--- config.mk ---
export PLATFORM = sky130hd
export DESIGN_NAME = fcs_top
export DESIGN_NICKNAME = d
export VERILOG_FILES = /design/src/hdl/fcs_pkg.sv /design/src/hdl/fcs_fuse_rom.sv /design/src/hdl/fcs_top.sv
export SDC_FILE = /design/constraint.sdc
export NUM_CORES = 1
export LEC_CHECK = 0
export ABC_AREA = 1
export BUFFER_PORTS_ARGS = -buffer_cell sky130_fd_sc_hd__buf_2
export CAP_MARGIN = 20
export CELL_PAD_IN_SITES_DETAIL_PLACEMENT = 0
export CELL_PAD_IN_SITES_GLOBAL_PLACEMENT = 2
export CORE_MARGIN = 2
export CORE_UTILIZATION = 31
export CTS_BUF_LIST = sky130_fd_sc_hd__clkbuf_4
export DETAILED_ROUTE_END_ITERATION = 8
export PLACE_DENSITY_LB_ADDON = 0.1
export SLEW_MARGIN = 25
export SYNTH_ARGS = -nofsm -noshare
export SYNTH_HDL_FRONTEND = slang
export SYNTH_SLANG_ARGS = --single-unit
export TNS_END_PERCENT = 100
--- constraint.sdc ---
create_clock -name clk_sys -period 2.2 [get_ports clk_sys]
set_input_delay 0.22 -clock clk_sys [delete_from_list [all_inputs] [get_ports clk_sys]]
set_output_delay 0.22 -clock clk_sys [all_outputs]
set_load 0.01 [all_outputs]
--- src/hdl/fcs_pkg.sv ---
package fcs_pkg;

	// serial register port framing: read flag, 7-bit address, 16-bit data, msb first
	localparam int               ADDR_W         = 7;
	localparam int               DATA_W         = 16;
	localparam logic [4:0]       ADDR_LAST_BIT  = 5'h07;
	localparam logic [4:0]       FRAME_LAST_BIT = 5'h17;

	// register map
	localparam logic [6:0]       ADDR_BANK_SEL   = 7'h01;
	localparam logic [6:0]       ADDR_CRC_RESULT = 7'h05;
	localparam logic [6:0]       ADDR_FUSE_READY = 7'h5A;
	localparam logic [6:0]       ADDR_TEST_MODE  = 7'h5D;

	// bank select codes
	localparam int               BANK_W      = 3;
	localparam logic [2:0]       BANK_CHAN_D = 3'h3;
	localparam logic [2:0]       BANK_ALL    = 3'h4;
	localparam logic [2:0]       BANK_MASTER = 3'h7;
	localparam logic [2:0]       BANK_SEL_RST = 3'h0;

	// field positions
	localparam int               CRC_MASTER_BIT   = 7;
	localparam int               CRC_CHAN_A_BIT   = 3;
	localparam int               MASTER_READY_BIT = 0;
	localparam int               TEST_ENA_BIT     = 0;
	localparam logic [15:0]      TEST_MODE_RST    = 16'h0000;

	// fuse array: banks 0..3 are channels a..d, bank 4 is the master bank
	localparam int               NUM_CHAN    = 4;
	localparam int               NUM_BANK    = 5;
	localparam int               MASTER_IDX  = 4;
	localparam int               ROM_AW      = 6;
	localparam logic [5:0]       ROM_LAST    = 6'h27;
	localparam logic [2:0]       WORD_REF_IDX = 3'h7;
	localparam logic [15:0]      CRC_POLY    = 16'h1021;
	localparam logic [15:0]      CRC_SEED    = 16'hFFFF;

	// timing
	localparam int               CLK_MHZ        = 100;
	localparam int               CRC_DONE_CYC   = 4500;
	localparam int               READY_TIME_US  = 1000;
	localparam int               READY_CYC      = READY_TIME_US * CLK_MHZ;
	localparam int               READY_CNT_W    = 20;
	localparam int               RESET_MIN_US   = 10;

	// sample path
	localparam int               SMP_W = 12;

	typedef struct packed {
		logic             over_range;
		logic [SMP_W-1:0] data;
	} fcs_sample_t;

	typedef enum logic [2:0] {
		CRC_IDLE       = 3'b000,
		CRC_WAIT_READY = 3'b001,
		CRC_READ       = 3'b010,
		CRC_DRAIN      = 3'b011,
		CRC_DONE       = 3'b100
	} fcs_crc_state_t;

	function automatic logic [15:0] crc16_step(input logic [15:0] crc, input logic [15:0] word);
		logic [15:0] c;
		c = crc;
		for (int i = 15; i >= 0; i--) begin
			if (c[15] ^ word[i]) begin
				c = {c[14:0], 1'b0} ^ CRC_POLY;
			end else begin
				c = {c[14:0], 1'b0};
			end
		end
		return c;
	endfunction

	// fuse contents are a fixed arbitrary pattern
	function automatic logic [15:0] fuse_data(input logic [5:0] addr);
		return {addr, 10'h000} ^ 16'h5A3C ^ {10'h000, addr};
	endfunction

	function automatic logic [15:0] ref_crc(input logic [2:0] bank);
		logic [15:0] c;
		c = CRC_SEED;
		for (int i = 0; i < 7; i++) begin
			c = crc16_step(c, fuse_data({bank, 3'(i)}));
		end
		return c;
	endfunction

endpackage

--- src/hdl/fcs_fuse_rom.sv ---
`timescale 1ns/1ps
module fcs_fuse_rom (
	input  wire logic                       clk_sys,
	input  wire logic                       rst_b,
	input  wire logic [fcs_pkg::ROM_AW-1:0] rd_addr,
	input  wire logic                       defect,
	output logic      [15:0]                rd_data_q
);

	logic [15:0] word;
	logic [15:0] rd_data_d;

	// last word of each bank holds the reference crc burnt at manufacture
	always_comb begin
		if (rd_addr[2:0] == fcs_pkg::WORD_REF_IDX) begin
			word = fcs_pkg::ref_crc(rd_addr[5:3]);
		end else begin
			word = fcs_pkg::fuse_data(rd_addr);
		end
		rd_data_d = {word[15:1], word[0] ^ defect};
	end

	always_ff @(posedge clk_sys) begin
		if (!rst_b) begin
			rd_data_q <= 16'h0000;
		end else begin
			rd_data_q <= rd_data_d;
		end
	end

endmodule // fcs_fuse_rom

--- src/hdl/fcs_top.sv ---
`timescale 1ns/1ps
module fcs_top #(
	parameter int READY_CYC = fcs_pkg::READY_CYC
) (
	input  wire logic                                  clk_sys,
	input  wire logic                                  rst_b,
	input  wire logic                                  reset_pin_low_active,
	input  wire logic                                  spi_sclk,
	input  wire logic                                  spi_cs_b,
	input  wire logic                                  spi_mosi,
	output logic                                       spi_miso,
	output logic                                       spi_miso_oe,
	input  wire logic [fcs_pkg::NUM_BANK-1:0]          fuse_defect_mask,
	input  fcs_pkg::fcs_sample_t [fcs_pkg::NUM_CHAN-1:0] chan_sample_in,
	output logic [fcs_pkg::NUM_CHAN-1:0][fcs_pkg::SMP_W-1:0] chan_data_out,
	output logic [fcs_pkg::NUM_CHAN-1:0]               chan_parity_out,
	output logic                                       chan_a_in_range_out,
	output logic                                       chan_b_in_range_out,
	output logic                                       chan_c_in_range_out,
	output logic                                       chan_d_in_range_out
);

	function automatic logic bank_is_chan(input logic [2:0] bank);
		return bank <= fcs_pkg::BANK_CHAN_D;
	endfunction

	// ---------------- synchronisers for pins
	logic                          sclk_s1, sclk_s2, sclk_s3;
	logic                          cs_b_s1, cs_b_s2;
	logic                          mosi_s1, mosi_s2;
	logic                          rpin_s1, rpin_s2;
	logic [fcs_pkg::NUM_BANK-1:0]  defect_s1, defect_s2;

	always_ff @(posedge clk_sys) begin
		if (!rst_b) begin
			sclk_s1   <= 1'b0;
			sclk_s2   <= 1'b0;
			sclk_s3   <= 1'b0;
			cs_b_s1   <= 1'b1;
			cs_b_s2   <= 1'b1;
			mosi_s1   <= 1'b0;
			mosi_s2   <= 1'b0;
			rpin_s1   <= 1'b0;
			rpin_s2   <= 1'b0;
			defect_s1 <= '0;
			defect_s2 <= '0;
		end else begin
			sclk_s1   <= spi_sclk;
			sclk_s2   <= sclk_s1;
			sclk_s3   <= sclk_s2;
			cs_b_s1   <= spi_cs_b;
			cs_b_s2   <= cs_b_s1;
			mosi_s1   <= spi_mosi;
			mosi_s2   <= mosi_s1;
			rpin_s1   <= reset_pin_low_active;
			rpin_s2   <= rpin_s1;
			defect_s1 <= fuse_defect_mask;
			defect_s2 <= defect_s1;
		end
	end

	// the reset pin clears the register port, registers, wake-up timer and crc engine; the sample path resets on the system reset only
	logic dig_rst;
	assign dig_rst = !rst_b || !rpin_s2;

	logic sclk_rise, sclk_fall;
	assign sclk_rise = sclk_s2 && !sclk_s3 && !cs_b_s2;
	assign sclk_fall = !sclk_s2 && sclk_s3 && !cs_b_s2;

	// ---------------- status state read by the register port
	logic [fcs_pkg::NUM_BANK-1:0]  ready_q;
	logic [fcs_pkg::NUM_BANK-1:0]  pass_q;
	logic [2:0]                    bank_sel_q;
	logic [15:0]                   test_mode_q;

	function automatic logic [15:0] read_word(input logic [6:0] addr);
		logic [15:0] w;
		w = 16'h0000;
		case (addr)
			fcs_pkg::ADDR_BANK_SEL:   w = {13'h0000, bank_sel_q};
			fcs_pkg::ADDR_TEST_MODE:  w = test_mode_q;
			fcs_pkg::ADDR_CRC_RESULT: begin
				if (bank_sel_q == fcs_pkg::BANK_MASTER) begin
					w[fcs_pkg::CRC_MASTER_BIT] = pass_q[fcs_pkg::MASTER_IDX];
					w[fcs_pkg::CRC_CHAN_A_BIT +: fcs_pkg::NUM_CHAN] = pass_q[fcs_pkg::NUM_CHAN-1:0];
					w[fcs_pkg::MASTER_READY_BIT] = ready_q[fcs_pkg::MASTER_IDX];
				end
			end
			fcs_pkg::ADDR_FUSE_READY: begin
				if (bank_is_chan(bank_sel_q)) begin
					w[0] = ready_q[bank_sel_q[1:0]];
				end
			end
			default: w = 16'h0000;
		endcase
		return w;
	endfunction

	// ---------------- serial register port
	logic [4:0]  bit_cnt_q, bit_cnt_d;
	logic [23:0] sh_in_q, sh_in_d;
	logic [15:0] sh_out_q, sh_out_d;
	logic [6:0]  addr_q, addr_d;
	logic        rd_q, rd_d;
	logic        miso_q, miso_d;
	logic        oe_q, oe_d;
	logic        wr_en;
	logic [15:0] wr_data;

	always_comb begin
		bit_cnt_d = bit_cnt_q;
		sh_in_d   = sh_in_q;
		sh_out_d  = sh_out_q;
		addr_d    = addr_q;
		rd_d      = rd_q;
		miso_d    = miso_q;
		oe_d      = oe_q;
		wr_en     = 1'b0;
		wr_data   = {sh_in_q[14:0], mosi_s2};
		if (cs_b_s2) begin
			bit_cnt_d = 5'h00;
			oe_d      = 1'b0;
			miso_d    = 1'b0;
		end else if (sclk_rise) begin
			sh_in_d   = {sh_in_q[22:0], mosi_s2};
			bit_cnt_d = bit_cnt_q + 5'h01;
			if (bit_cnt_q == fcs_pkg::ADDR_LAST_BIT) begin
				addr_d = {sh_in_q[5:0], mosi_s2};
				rd_d   = sh_in_q[6];
				if (sh_in_q[6]) begin
					sh_out_d = read_word({sh_in_q[5:0], mosi_s2});
					oe_d     = 1'b1;
				end
			end
			if (bit_cnt_q == fcs_pkg::FRAME_LAST_BIT) begin
				wr_en     = !rd_q;
				bit_cnt_d = 5'h00;
			end
		end else if (sclk_fall && oe_q) begin
			miso_d   = sh_out_q[15];
			sh_out_d = {sh_out_q[14:0], 1'b0};
		end
	end

	always_ff @(posedge clk_sys) begin
		if (dig_rst) begin
			bit_cnt_q <= 5'h00;
			sh_in_q   <= 24'h000000;
			sh_out_q  <= 16'h0000;
			addr_q    <= 7'h00;
			rd_q      <= 1'b0;
			miso_q    <= 1'b0;
			oe_q      <= 1'b0;
		end else begin
			bit_cnt_q <= bit_cnt_d;
			sh_in_q   <= sh_in_d;
			sh_out_q  <= sh_out_d;
			addr_q    <= addr_d;
			rd_q      <= rd_d;
			miso_q    <= miso_d;
			oe_q      <= oe_d;
		end
	end

	assign spi_miso    = miso_q;
	assign spi_miso_oe = oe_q;

	// ---------------- writable registers; status addresses have no write path
	logic [2:0]  bank_sel_d;
	logic [15:0] test_mode_d;
	logic        test_start;

	always_comb begin
		bank_sel_d  = bank_sel_q;
		test_mode_d = test_mode_q;
		test_start  = 1'b0;
		if (wr_en) begin
			case (addr_q)
				fcs_pkg::ADDR_BANK_SEL: bank_sel_d = wr_data[2:0];
				fcs_pkg::ADDR_TEST_MODE: begin
					// test mode is written only with a channel bank or the all-banks code selected
					if (bank_is_chan(bank_sel_q) || bank_sel_q == fcs_pkg::BANK_ALL) begin
						test_mode_d = wr_data;
						test_start  = wr_data[fcs_pkg::TEST_ENA_BIT] && !test_mode_q[fcs_pkg::TEST_ENA_BIT];
					end
				end
				default: bank_sel_d = bank_sel_q;
			endcase
		end
	end

	always_ff @(posedge clk_sys) begin
		if (dig_rst) begin
			bank_sel_q  <= fcs_pkg::BANK_SEL_RST;
			test_mode_q <= fcs_pkg::TEST_MODE_RST;
		end else begin
			bank_sel_q  <= bank_sel_d;
			test_mode_q <= test_mode_d;
		end
	end

	// ---------------- fuse wake-up timer
	logic [fcs_pkg::READY_CNT_W-1:0] ready_cnt_q, ready_cnt_d;
	logic [fcs_pkg::NUM_BANK-1:0]    ready_d;

	always_comb begin
		ready_cnt_d = ready_cnt_q;
		ready_d     = ready_q;
		if (ready_cnt_q == fcs_pkg::READY_CNT_W'(READY_CYC - 1)) begin
			ready_d = '1;
		end else begin
			ready_cnt_d = ready_cnt_q + 1'b1;
		end
	end

	always_ff @(posedge clk_sys) begin
		if (dig_rst) begin
			ready_cnt_q <= '0;
			ready_q     <= '0;
		end else begin
			ready_cnt_q <= ready_cnt_d;
			ready_q     <= ready_d;
		end
	end

	// ---------------- crc check engine
	fcs_pkg::fcs_crc_state_t   st_q, st_d;
	logic [fcs_pkg::ROM_AW-1:0] raddr_q, raddr_d;
	logic [fcs_pkg::ROM_AW-1:0] vaddr_q, vaddr_d;
	logic                      vld_q, vld_d;
	logic [15:0]               crc_q, crc_d;
	logic [fcs_pkg::NUM_BANK-1:0] pass_d;
	logic [15:0]               rom_data;

	fcs_fuse_rom u_rom (
		.clk_sys   (clk_sys),
		.rst_b     (rst_b),
		.rd_addr   (raddr_q),
		.defect    (defect_s2[raddr_q[5:3]]),
		.rd_data_q (rom_data)
	);

	// one word per cycle: the whole check takes about 43 cycles, far inside the 4500 budget
	always_comb begin
		st_d    = st_q;
		raddr_d = raddr_q;
		vaddr_d = raddr_q;
		vld_d   = 1'b0;
		crc_d   = crc_q;
		pass_d  = pass_q;
		case (st_q)
			fcs_pkg::CRC_IDLE: begin
				if (test_start) begin
					st_d   = fcs_pkg::CRC_WAIT_READY;
					pass_d = '0;
				end
			end
			fcs_pkg::CRC_WAIT_READY: begin
				raddr_d = '0;
				crc_d   = fcs_pkg::CRC_SEED;
				if (&ready_q) begin
					st_d = fcs_pkg::CRC_READ;
				end
			end
			fcs_pkg::CRC_READ: begin
				vld_d = 1'b1;
				if (raddr_q == fcs_pkg::ROM_LAST) begin
					st_d = fcs_pkg::CRC_DRAIN;
				end else begin
					raddr_d = raddr_q + 1'b1;
				end
			end
			fcs_pkg::CRC_DRAIN: begin
				if (!vld_q) begin
					st_d = fcs_pkg::CRC_DONE;
				end
			end
			fcs_pkg::CRC_DONE: begin
				if (test_start) begin
					st_d   = fcs_pkg::CRC_WAIT_READY;
					pass_d = '0;
				end
			end
			default: st_d = fcs_pkg::CRC_IDLE;
		endcase
		if (vld_q) begin
			if (vaddr_q[2:0] == fcs_pkg::WORD_REF_IDX) begin
				pass_d[vaddr_q[5:3]] = (crc_q == rom_data);
				crc_d = fcs_pkg::CRC_SEED;
			end else begin
				crc_d = fcs_pkg::crc16_step(crc_q, rom_data);
			end
		end
	end

	always_ff @(posedge clk_sys) begin
		if (dig_rst) begin
			st_q    <= fcs_pkg::CRC_IDLE;
			raddr_q <= '0;
			vaddr_q <= '0;
			vld_q   <= 1'b0;
			crc_q   <= fcs_pkg::CRC_SEED;
			pass_q  <= '0;
		end else begin
			st_q    <= st_d;
			raddr_q <= raddr_d;
			vaddr_q <= vaddr_d;
			vld_q   <= vld_d;
			crc_q   <= crc_d;
			pass_q  <= pass_d;
		end
	end

	// ---------------- per-sample output flags
	logic [fcs_pkg::NUM_CHAN-1:0] in_range_q;

	generate
		for (genvar ch = 0; ch < fcs_pkg::NUM_CHAN; ch++) begin : g_chan
			logic [fcs_pkg::SMP_W-1:0] data_d;
			logic                      parity_d;
			logic                      in_range_d;

			always_comb begin
				data_d     = chan_sample_in[ch].data;
				parity_d   = ^chan_sample_in[ch].data;
				in_range_d = !chan_sample_in[ch].over_range;
			end

			// one register stage for word and flags alike keeps them aligned
			always_ff @(posedge clk_sys) begin
				if (!rst_b) begin
					chan_data_out[ch]   <= '0;
					chan_parity_out[ch] <= 1'b0;
					in_range_q[ch]      <= 1'b1;
				end else begin
					chan_data_out[ch]   <= data_d;
					chan_parity_out[ch] <= parity_d;
					in_range_q[ch]      <= in_range_d;
				end
			end
		end
	endgenerate

	assign chan_a_in_range_out = in_range_q[0];
	assign chan_b_in_range_out = in_range_q[1];
	assign chan_c_in_range_out = in_range_q[2];
	assign chan_d_in_range_out = in_range_q[3];

endmodule // fcs_top

==> results.py, run 1 <==
metrics = {
    "floorplanning": {
        "die_x_um": 178.5,
        "io_pins": 121,
        "dieArea_um2": 31860,
        "start_util": 0.3167,
        "die_h_um": 178.5,
        "rows": 63,
        "core_um2": 29800,
    },
    "synth": {
        "yosysSeqAreaShare": 0.4539,
        "synth_flop_cell": "dfxtp_1",
        "ys_ff_latch": 214,
        "netlist_instances": 1229,
        "synthArstFlopShare": 0,
        "synth.distinct_cells": 48,
        "syn_area_um2": 9438,
        "syn-mean-instance-area_um2": 7.679,
        "yosys_warnings": 0,
        "synth-edff-count": 0,
        "synth_fp_nets": 1300,
    },
    "detailed_routing": {
        "num_vias": 8372,
        "vias_per_cell": 4.399,
        "dr.pass1.iters": 7,
        "wl_met3_um": 1725,
        "wl_met2_um": 11100,
        "drt_iter0_drc": 312,
        "wl_per_cell_um": 13.21,
        "drt_wl_total_um": 25140,
        "wl_met1_um": 11880,
        "ant_nets": 0,
        "routed.top_layer": "met4",
        "route.detailed.drc": 0,
    },
    "worst_setup_path": {
        "r2r-start": "raddr_q[4]",
        "crit_type": "flop to flop",
        "startpoint": "raddr_q[4]",
        "r2r_end": "u_rom.rd_data_q[5]",
        "endpoint_kind": "flop",
        "reg2reg_slack_ps": 260,
        "path_max_fanout": 6,
        "crit_path_start_kind": "flop",
        "crit_required_ps": 2760,
        "r2r_cells": 10,
        "arrival_ps": 2490,
    },
    "min_path": {
        "hold_path_class": "input pin to flop",
        "whs_endpoint": "vaddr_q[3]",
        "holdPathStages": 3,
        "min_from": "rst_b",
    },
    "clocking": {
        "post_cts_buffers": 0,
        "cts-buffers-inserted": 60,
        "h-tree-depth": 2,
        "cts_tree": "done",
        "cts_sinks": 214,
        "root_buffer": "clkbuf_4",
        "clock_latency_ps": 700,
        "clk_pin_slew_worst_paths_ps": 60,
        "cts_buffer_depth": 3,
    },
    "grt": {
        "antenna_found_initial": 2,
        "grt_max_degree": 71,
        "grt_overflow": 0,
        "grt_pass1_vias": 8501,
        "grt_pass1_wl_um": 41950,
        "track_usage": 0.1636,
    },
    "power": {
        "p_leak_nw": 5.415,
        "ir_drop_mv": 0.4374,
        "cellPowerDensity_nw_per_um2": 681.6,
    },
    "cells_and_area": {
        "layout_commonest_cell": "nand2_1",
        "utilization": 0.4040,
        "layout-drive-gt1-share": 0.1985,
        "fin_cells": 1903,
        "synthToLayoutAreaGrowth_pct": 27.53,
        "layout.nets": 1545,
        "mostFrequentLayoutCells": "nand2_1 (280), dfxtp_1 (214), inv_1 (163)",
    },
    "timing": {
        "tns_ps": 0,
        "setup-violations-final": 0,
        "worst_pin_slew_ps": 592.0,
        "post-route-period-util": 0.8811,
        "final_max_slew_viol_count": 0,
        "rsz0062_at_grt": "false",
        "fmax_mhz": 515.9,
        "finClkSkew_ps": 34.83,
        "hold_viol_final": 0,
        "slew_headroom": 0.6053,
        "fin_crit_ps": 1938,
    },
    "placed_design": {
        "port-buffer-count": 120,
        "routabilityCongestion": 0.7801,
        "dp_hpwl_um": 17500,
        "dpl.cell_count": 1725,
    },
    "job": {
        "cap_viol_max_count": 0,
    },
    "status": {
        "outcome": "complete, no violations",
    },
}
-- power breakdown --
group	internal, mW	switching [mW]	total (mW)
Clock	1.83	1.67	3.50
Sequential	3.98	0.0309	4.01
Combinational	0.340	0.359	0.699
-- critical path: stages (launching register included) --
cell      delay, ps
dfxtp_1         330
clkinv_1         90
ha_2            430
inv_2            90
nand2_2         100
nand2_4          90
xnor2_2         170
xor2_1          260
a21oi_1         100
o21ai_0          80
o21ai_1          80
-- per-layer routing --
layer | vias to the layer above | GRT usage
met4 | 0 | 0.05014
met3 | 42 | 0.05456
met5 | - | 0
met1 | 3715 | 0.2080
met2 | 185 | 0.2621
li1 | 4430 | -
-- kinds of logic (layout without fill, tap and decap cells) --
kind of cell,count (synthesis),in the layout,share of synthesized area
AO/OA/AOI/OAI,183,183,0.1070
XOR/XNOR,86,86,0.08498
adder cells (fa/ha/maj),8,8,0.01061
buffers and inverters,214,496,0.09015
flip-flops,214,214,0.4539
other,0,2,0
AND/OR/NAND/NOR,524,524,0.2533
-- cells in the mapped netlist (8+ instances only) --
master | instances | share of area
a22oi_1 | 8 | 0.0064
nand4_1 | 19 | 0.013
o21ai_1 | 20 | 0.011
dfxtp_1 | 214 | 0.45
ha_1 | 8 | 0.011
xnor2_1 | 42 | 0.039
nor3_1 | 18 | 0.0095
o21ai_0 | 50 | 0.027
inv_1 | 164 | 0.065
o22ai_1 | 13 | 0.0086
buf_2 | 12 | 0.0064
inv_2 | 9 | 0.0036
nand2_1 | 280 | 0.11
a21oi_1 | 71 | 0.038
nand2_2 | 13 | 0.0086
nand3_1 | 61 | 0.032
xor2_1 | 39 | 0.036
nor2_1 | 88 | 0.035
clkbuf_1 | 20 | 0.0080
-- final cells by class --
type,count,area [um^2]
Clock inverter,9,38.79
Multi-Input combinational cell,801,4305
Timing Repair Buffer,221,1577
Clock buffer,90,675.6
Sequential cell,214,4284
Tap cell,390,488.0
Fill cell,3163,17760
Antenna cell,2,5.005
Inverter,176,663.1
-- per-stage QoR --
step	instance area [um^2]	setup slack, ps	total power [mW]	hold WS [ps]
after floorplan	9438	91.65	4.456	290.0
after global placement	10540	210.6	4.693	385.5
after detailed placement	10540	205.0	4.694	392.6
after CTS	12030	147.4	8.400	15.06
after global routing	12040	67.28	8.706	76.55
final	12040	261.6	8.204	54.87
-- flip-flops by register name (all words and copies together), names as in the netlist, 6 cells and up --
register / flops
u_rom.rd_data_q: 16
ready_cnt_q: 20
crc_q: 16
sh_out_q: 16
sh_in_q: 15
addr_q: 7
vaddr_q: 6
test_mode_q: 16
raddr_q: 6
chan_data_out: 48
-- what timing repair did --
action	CTS	global route
hold buffers	77	0
endpoints found under the setup margin	0	2
gates resized for setup	0	1
hold endpoints to repair	65	0
-- worst max path at each step --
| stage | slack, ps | end | cells past startpoint |
|---|---|---|---|
| 6_report | 260 | u_rom.rd_data_q[5] | 10 |
| 5_1_grt | 70 | sh_out_q[1] | 11 |
| 4_1_cts | 150 | u_rom.rd_data_q[5] | 10 |
| 3_5_place_dp | 200 | u_rom.rd_data_q[5] | 10 |
| 3_3_place_gp | 210 | u_rom.rd_data_q[5] | 10 |
| 2_1_floorplan | 90 | u_rom.rd_data_q[1] | 11 |
Power figures use the tool's default switching activity.
==> run 2, diff against run 1 <==
RECOVER_POWER = 100   (was unset)
==> results.py, run 2 (synthesized netlist as in run 1, its figures left out) <==
metrics = {
    "detailed_routing": {
        "drt_iter0_drc": 305,
        "num_vias": 8371,
        "ant_nets": 0,
        "dr.pass1.iters": 5,
        "vias_per_cell": 4.399,
        "drt_wl_total_um": 25120,
        "wl_per_cell_um": 13.20,
        "route.detailed.drc": 0,
    },
    "power": {
        "seqPwrFrac": 0.490,
        "intPower_mw": 6.122,
        "p_leak_nw": 5.155,
        "ir_drop_mv": 0.4364,
        "pwr-share-clk": 0.428,
        "combPwrFrac": 0.082,
        "swShare": 0.2514,
        "switchingPower_mw": 2.056,
        "cellPowerDensity_nw_per_um2": 688.3,
    },
    "timing": {
        "fin_ws_ps": 268.0,
        "timing.hold.ws_ps": 67.36,
        "hold_viol_final": 0,
        "worst_pin_slew_ps": 1148,
        "slew_headroom": 0.2345,
        "post-route-period-util": 0.8782,
        "rsz0062_at_grt": "false",
        "final_max_slew_viol_count": 0,
        "setup-violations-final": 0,
        "tns_ps": 0,
        "fin_crit_ps": 1932,
        "finClkSkew_ps": 33.09,
        "fmax_mhz": 517.6,
    },
    "status": {
        "outcome": "complete, no violations",
    },
    "placed_design": {
        "dpl.cell_count": 1725,
        "dpl_worst_slack_ps": 205.0,
        "dp_hpwl_um": 17500,
        "routabilityCongestion": 0.7801,
        "port-buffer-count": 120,
    },
    "cells_and_area": {
        "layout-drive-gt1-share": 0.1410,
        "layout_commonest_cell": "nand2_1",
        "top_regs": "chan_data_out x48, ready_cnt_q x20",
        "mostFrequentLayoutCells": "nand2_1 (285), dfxtp_1 (214), inv_1 (166)",
        "layout.nets": 1545,
        "synthToLayoutAreaGrowth_pct": 25.89,
        "largest_reg_flops": 48,
        "top_register": "chan_data_out",
        "fin_cells": 1903,
    },
    "job": {
        "cap_viol_max_count": 0,
    },
    "floorplanning": {
        "core_um2": 29800,
        "die_h_um": 178.5,
        "dieArea_um2": 31860,
        "die_x_um": 178.5,
        "rows": 63,
        "start_util": 0.3167,
        "io_pins": 121,
    },
    "grt": {
        "antenna_found_initial": 2,
        "grt_pass1_wl_um": 41950,
        "grt_pass1_vias": 8501,
        "grt_overflow": 0,
        "grt_max_degree": 71,
        "track_usage": 0.1636,
    },
    "clocking": {
        "post_cts_buffers": 0,
        "cts-buffers-inserted": 60,
        "root_buffer": "clkbuf_4",
        "cts_sinks": 214,
        "clock_latency_ps": 690,
        "cts_buffer_depth": 3,
        "clk_pin_slew_worst_paths_ps": 60,
        "h-tree-depth": 2,
        "cts_tree": "done",
    },
    "worst_setup_path": {
        "crit_required_ps": 2800,
        "arrival_ps": 2530,
        "endpoint_kind": "flop",
        "crit_type": "flop to flop",
        "crit_path_start_kind": "flop",
        "path_max_fanout": 6,
    },
    "min_path": {
        "hold_path_class": "input pin to flop",
    },
}
run 2: cell count changes in the layout (fill, tap and decap cells not counted), sizes merged:
cell and delta:
buf -79, clkbuf +79
run 2: per-stage QoR:
step / total power, mW / instance area (um^2) / util
6_report: 8.178 / 11880 / 0.3988
5_1_grt: 8.679 / 11880 / 0.3988
4_1_cts: 8.400 / 12030 / 0.4037
3_5_place_dp: 4.694 / 10540 / 0.3539
3_3_place_gp: 4.693 / 10540 / 0.3539
2_1_floorplan: 4.456 / 9438 / -
run 2: routing by layer:
| layer | routed length [um] | global-route usage | up-vias |
|---|---|---|---|
| met5 | 0 | 0 | - |
| met4 | 429 | 0.05014 | 0 |
| met3 | 1720 | 0.05456 | 40 |
| met2 | 11120 | 0.2621 | 191 |
| met1 | 11850 | 0.2080 | 3709 |
| li1 | - | - | 4431 |
run 2: cell type report:
| class | instances | area [um^2] |
|---|---|---|
| fillers | 3210 | 17910 |
| flip-flops and latches | 214 | 4284 |
| multi-input cells | 801 | 4265 |
| repair buffers | 221 | 1461 |
| clock buffers | 90 | 675.6 |
| inverters | 176 | 663.1 |
| well taps | 390 | 488.0 |
| clock inverters | 9 | 38.79 |
| diodes | 2 | 5.005 |
run 2: path summary, 6_finish.rpt:
check	start	end	slack, ps	cells past startpoint
worst max-delay path	raddr_q[4]	u_rom.rd_data_q[5]	270	12
worst min-delay path	rst_b	vaddr_q[0]	70	3
worst max register to register	raddr_q[4]	u_rom.rd_data_q[5]	270	12
worst min register to register	defect_s1[4]	defect_s2[4]	400	2
run 2: repair_timing:
item | in CTS | in global routing
gates resized for setup | 0 | 1
endpoints found under the hold margin | 65 | 0
setup endpoints to repair | 0 | 2
hold buffers | 77 | 0
run 2: power by group through the flow:
stage                     clock [mW]  combinational, mW  sequential (mW)
final                           3.50              0.671             4.01
after floorplan                    0              0.325             4.13
after detailed placement           0              0.603             4.09
after CTS                       3.68              0.709             4.01
after global placement             0              0.603             4.09
after global routing            3.91              0.759             4.01
run 2: worst max-delay path, stage by stage, from the launching register on:
cell      delay (ps)
dfxtp_1          330
clkinv_1          90
ha_2             430
inv_2             90
nand2_2          100
nand2_4           80
xor2_2           210
inv_2             60
nand2_1           70
nand2_1           80
a21oi_1          150
o21ai_0           90
o21ai_0           70
==> run 3, diff against run 2 <==
--- a/config.mk
+++ b/config.mk
@@ -15,6 +15,8 @@
 export CTS_BUF_LIST = sky130_fd_sc_hd__clkbuf_4
 export DETAILED_ROUTE_END_ITERATION = 8
+export GPL_TIMING_DRIVEN = 0
 export PLACE_DENSITY_LB_ADDON = 0.1
 export RECOVER_POWER = 100
+export REMOVE_ABC_BUFFERS = 1
 export SLEW_MARGIN = 25
 export SYNTH_ARGS = -nofsm -noshare
==> constraint.sdc (replaced) <==
create_clock -name clk_sys -period 2.2 [get_ports clk_sys]
set_input_delay 0.44 -clock clk_sys [delete_from_list [all_inputs] [get_ports clk_sys]]
set_output_delay 0.44 -clock clk_sys [all_outputs]
set_load 0.01 [all_outputs]
==> results.py, run 3 (synthesized netlist as in run 1, its figures left out) <==
metrics = {
    "status": {
        "outcome": "complete, no violations",
    },
    "worst_setup_path": {
        "crit_slowest_cell": "dfxtp_4",
        "crit_top_cell": "xor2_1",
        "startpoint": "raddr_q[5]",
        "crit_path_start_kind": "flop",
        "endpoint_kind": "flop",
        "path_buf_inv": 2,
        "crit_chain": "clkinvlp_4 -> ha_4 -> xor2_1 -> xor2_1 -> xor2_1 -> clkbuf_4 -> o22ai_1",
        "path_max_fanout": 6,
        "arrival_ps": 2510,
        "crit_required_ps": 2660,
        "max_stage_delay_ps": 410,
        "r2r-start": "raddr_q[5]",
        "crit_type": "flop to flop",
        "cp_top_family": "XOR/XNOR gates",
    },
    "detailed_routing": {
        "vias_per_cell": 4.395,
        "wl_per_cell_um": 13.01,
        "num_vias": 8320,
        "dr.pass1.iters": 4,
        "drt_wl_total_um": 24630,
        "ant_nets": 0,
        "drt_iter0_drc": 333,
        "route.detailed.drc": 0,
    },
    "grt": {
        "grt_max_degree": 76,
        "grt_pass1_wl_um": 41460,
        "grt_pass1_vias": 8193,
        "antenna_found_initial": 1,
        "grt_overflow": 0,
        "track_usage": 0.1633,
    },
    "power": {
        "p_leak_nw": 5.179,
        "seqPwrFrac": 0.477,
        "swShare": 0.2509,
        "intPower_mw": 6.303,
        "switchingPower_mw": 2.111,
        "ir_drop_mv": 0.3801,
        "cellPowerDensity_nw_per_um2": 710.2,
        "combPwrFrac": 0.077,
        "pwr-share-clk": 0.446,
    },
    "cells_and_area": {
        "nFillCells": 3254,
        "top_register": "chan_data_out",
        "synthToLayoutAreaGrowth_pct": 25.52,
        "fin_cells": 1893,
        "largest_reg_flops": 48,
        "multiInputGateArea_um2": 4315,
        "utilization": 0.3976,
        "mostFrequentLayoutCells": "nand2_1 (280), dfxtp_1 (212), inv_1 (165)",
        "regArea_um2": 4292,
        "final_area_um2": 11850,
        "top_regs": "chan_data_out x48, ready_cnt_q x20",
        "layout-drive-gt1-share": 0.1532,
        "layout.nets": 1526,
        "layout_commonest_cell": "nand2_1",
    },
    "clocking": {
        "cts_sinks": 214,
        "cts_buffer_depth": 3,
        "root_buffer": "clkbuf_4",
        "h-tree-depth": 3,
        "cts-buffers-inserted": 66,
        "clock_latency_ps": 650,
        "clk_pin_slew_worst_paths_ps": 60,
        "cts_tree": "done",
    },
    "timing": {
        "fin_crit_ps": 2042,
        "post-route-period-util": 0.9280,
        "finClkSkew_ps": 52.65,
        "rsz0062_at_grt": "false",
        "slew_headroom": 0.3752,
        "fmax_mhz": 489.8,
        "final_max_slew_viol_count": 0,
        "setup-violations-final": 0,
        "timing.hold.ws_ps": 315.2,
        "hold_viol_final": 0,
        "worst_pin_slew_ps": 933.7,
    },
    "floorplanning": {
        "rows": 63,
        "start_util": 0.3167,
        "core_um2": 29800,
        "die_h_um": 178.5,
        "io_pins": 121,
        "dieArea_um2": 31860,
        "die_x_um": 178.5,
    },
    "job": {
        "cap_viol_max_count": 0,
    },
    "placed_design": {
        "port-buffer-count": 120,
        "placed_area_um2": 10400,
        "routabilityCongestion": 0.7551,
        "dpl.cell_count": 1703,
        "dp_hpwl_um": 16500,
    },
    "min_path": {
        "hold_path_class": "input pin to flop",
        "min_from": "rst_b",
    },
}
## run 3: cell types whose count changed in the layout (fill, tap and decap cells not counted), sizes merged
cell,delta
nor2,+2
clkinvlp,+2
clkinv,+11
inv,+1
clkbuf,-11
bufinv,+1
dlygate4sd3,-16
## run 3: area by class of cell
type                            count  area share
Antenna cell                        2   0.0004225
Tap cell                          390     0.04119
Clock inverter                     23    0.009928
Sequential cell                   214      0.3623
Clock buffer                       91     0.05767
Timing Repair Buffer              193      0.1061
Multi-Input combinational cell    803      0.3643
Timing Repair inverter              1   0.0006337
Inverter                          176     0.05746
## run 3: final timing paths
path / end / slack (ps) / cells past startpoint
worst max-delay path: u_rom.rd_data_q[2] / 160 / 7
worst min-delay path: chan_b_in_range_out / 320 / 2
worst max register to register: u_rom.rd_data_q[2] / 160 / 7
worst min register to register: defect_s2[4] / 410 / 2
## run 3: through the flow
stage                     setup TNS (ps)  power (mW)  setup WS (ps)
after floorplan                   -12920       4.438         -311.5
after global placement           -336600       4.686          -3706
after detailed placement          -31990       4.691         -627.6
after CTS                              0       8.679          25.94
after global routing                   0       8.936          10.55
final                                  0       8.413          158.4
## run 3: power groups by stage
stage	Sequential (mW)	Clock, mW	Combinational [mW]
detailed placement	4.09	0	0.598
global placement	4.09	0	0.594
floorplan	4.13	0	0.306
global route	4.02	4.19	0.733
finish	4.01	3.75	0.649
CTS	4.01	3.98	0.686
## run 3: layer usage
layer / routed length, um / vias to the layer above / share of wire / track usage
met3: 1262 / 53 / 0.051 / 0.04518
met5: 0 / - / 0 / 0
li1: - / 4408 / - / -
met4: 597 / 0 / 0.024 / 0.06572
met2: 10790 / 162 / 0.44 / 0.2535
met1: 11980 / 3697 / 0.49 / 0.2138
## run 3: timing repair
action | CTS | global route
pin swaps | 2 | 1
gates cloned | 3 | 0
endpoints found under the hold margin | 61 | 0
setup buffers | 3 | 7
hold buffers | 61 | 0
resized for setup | 9 | 9
endpoints found under the setup margin | 57 | 12
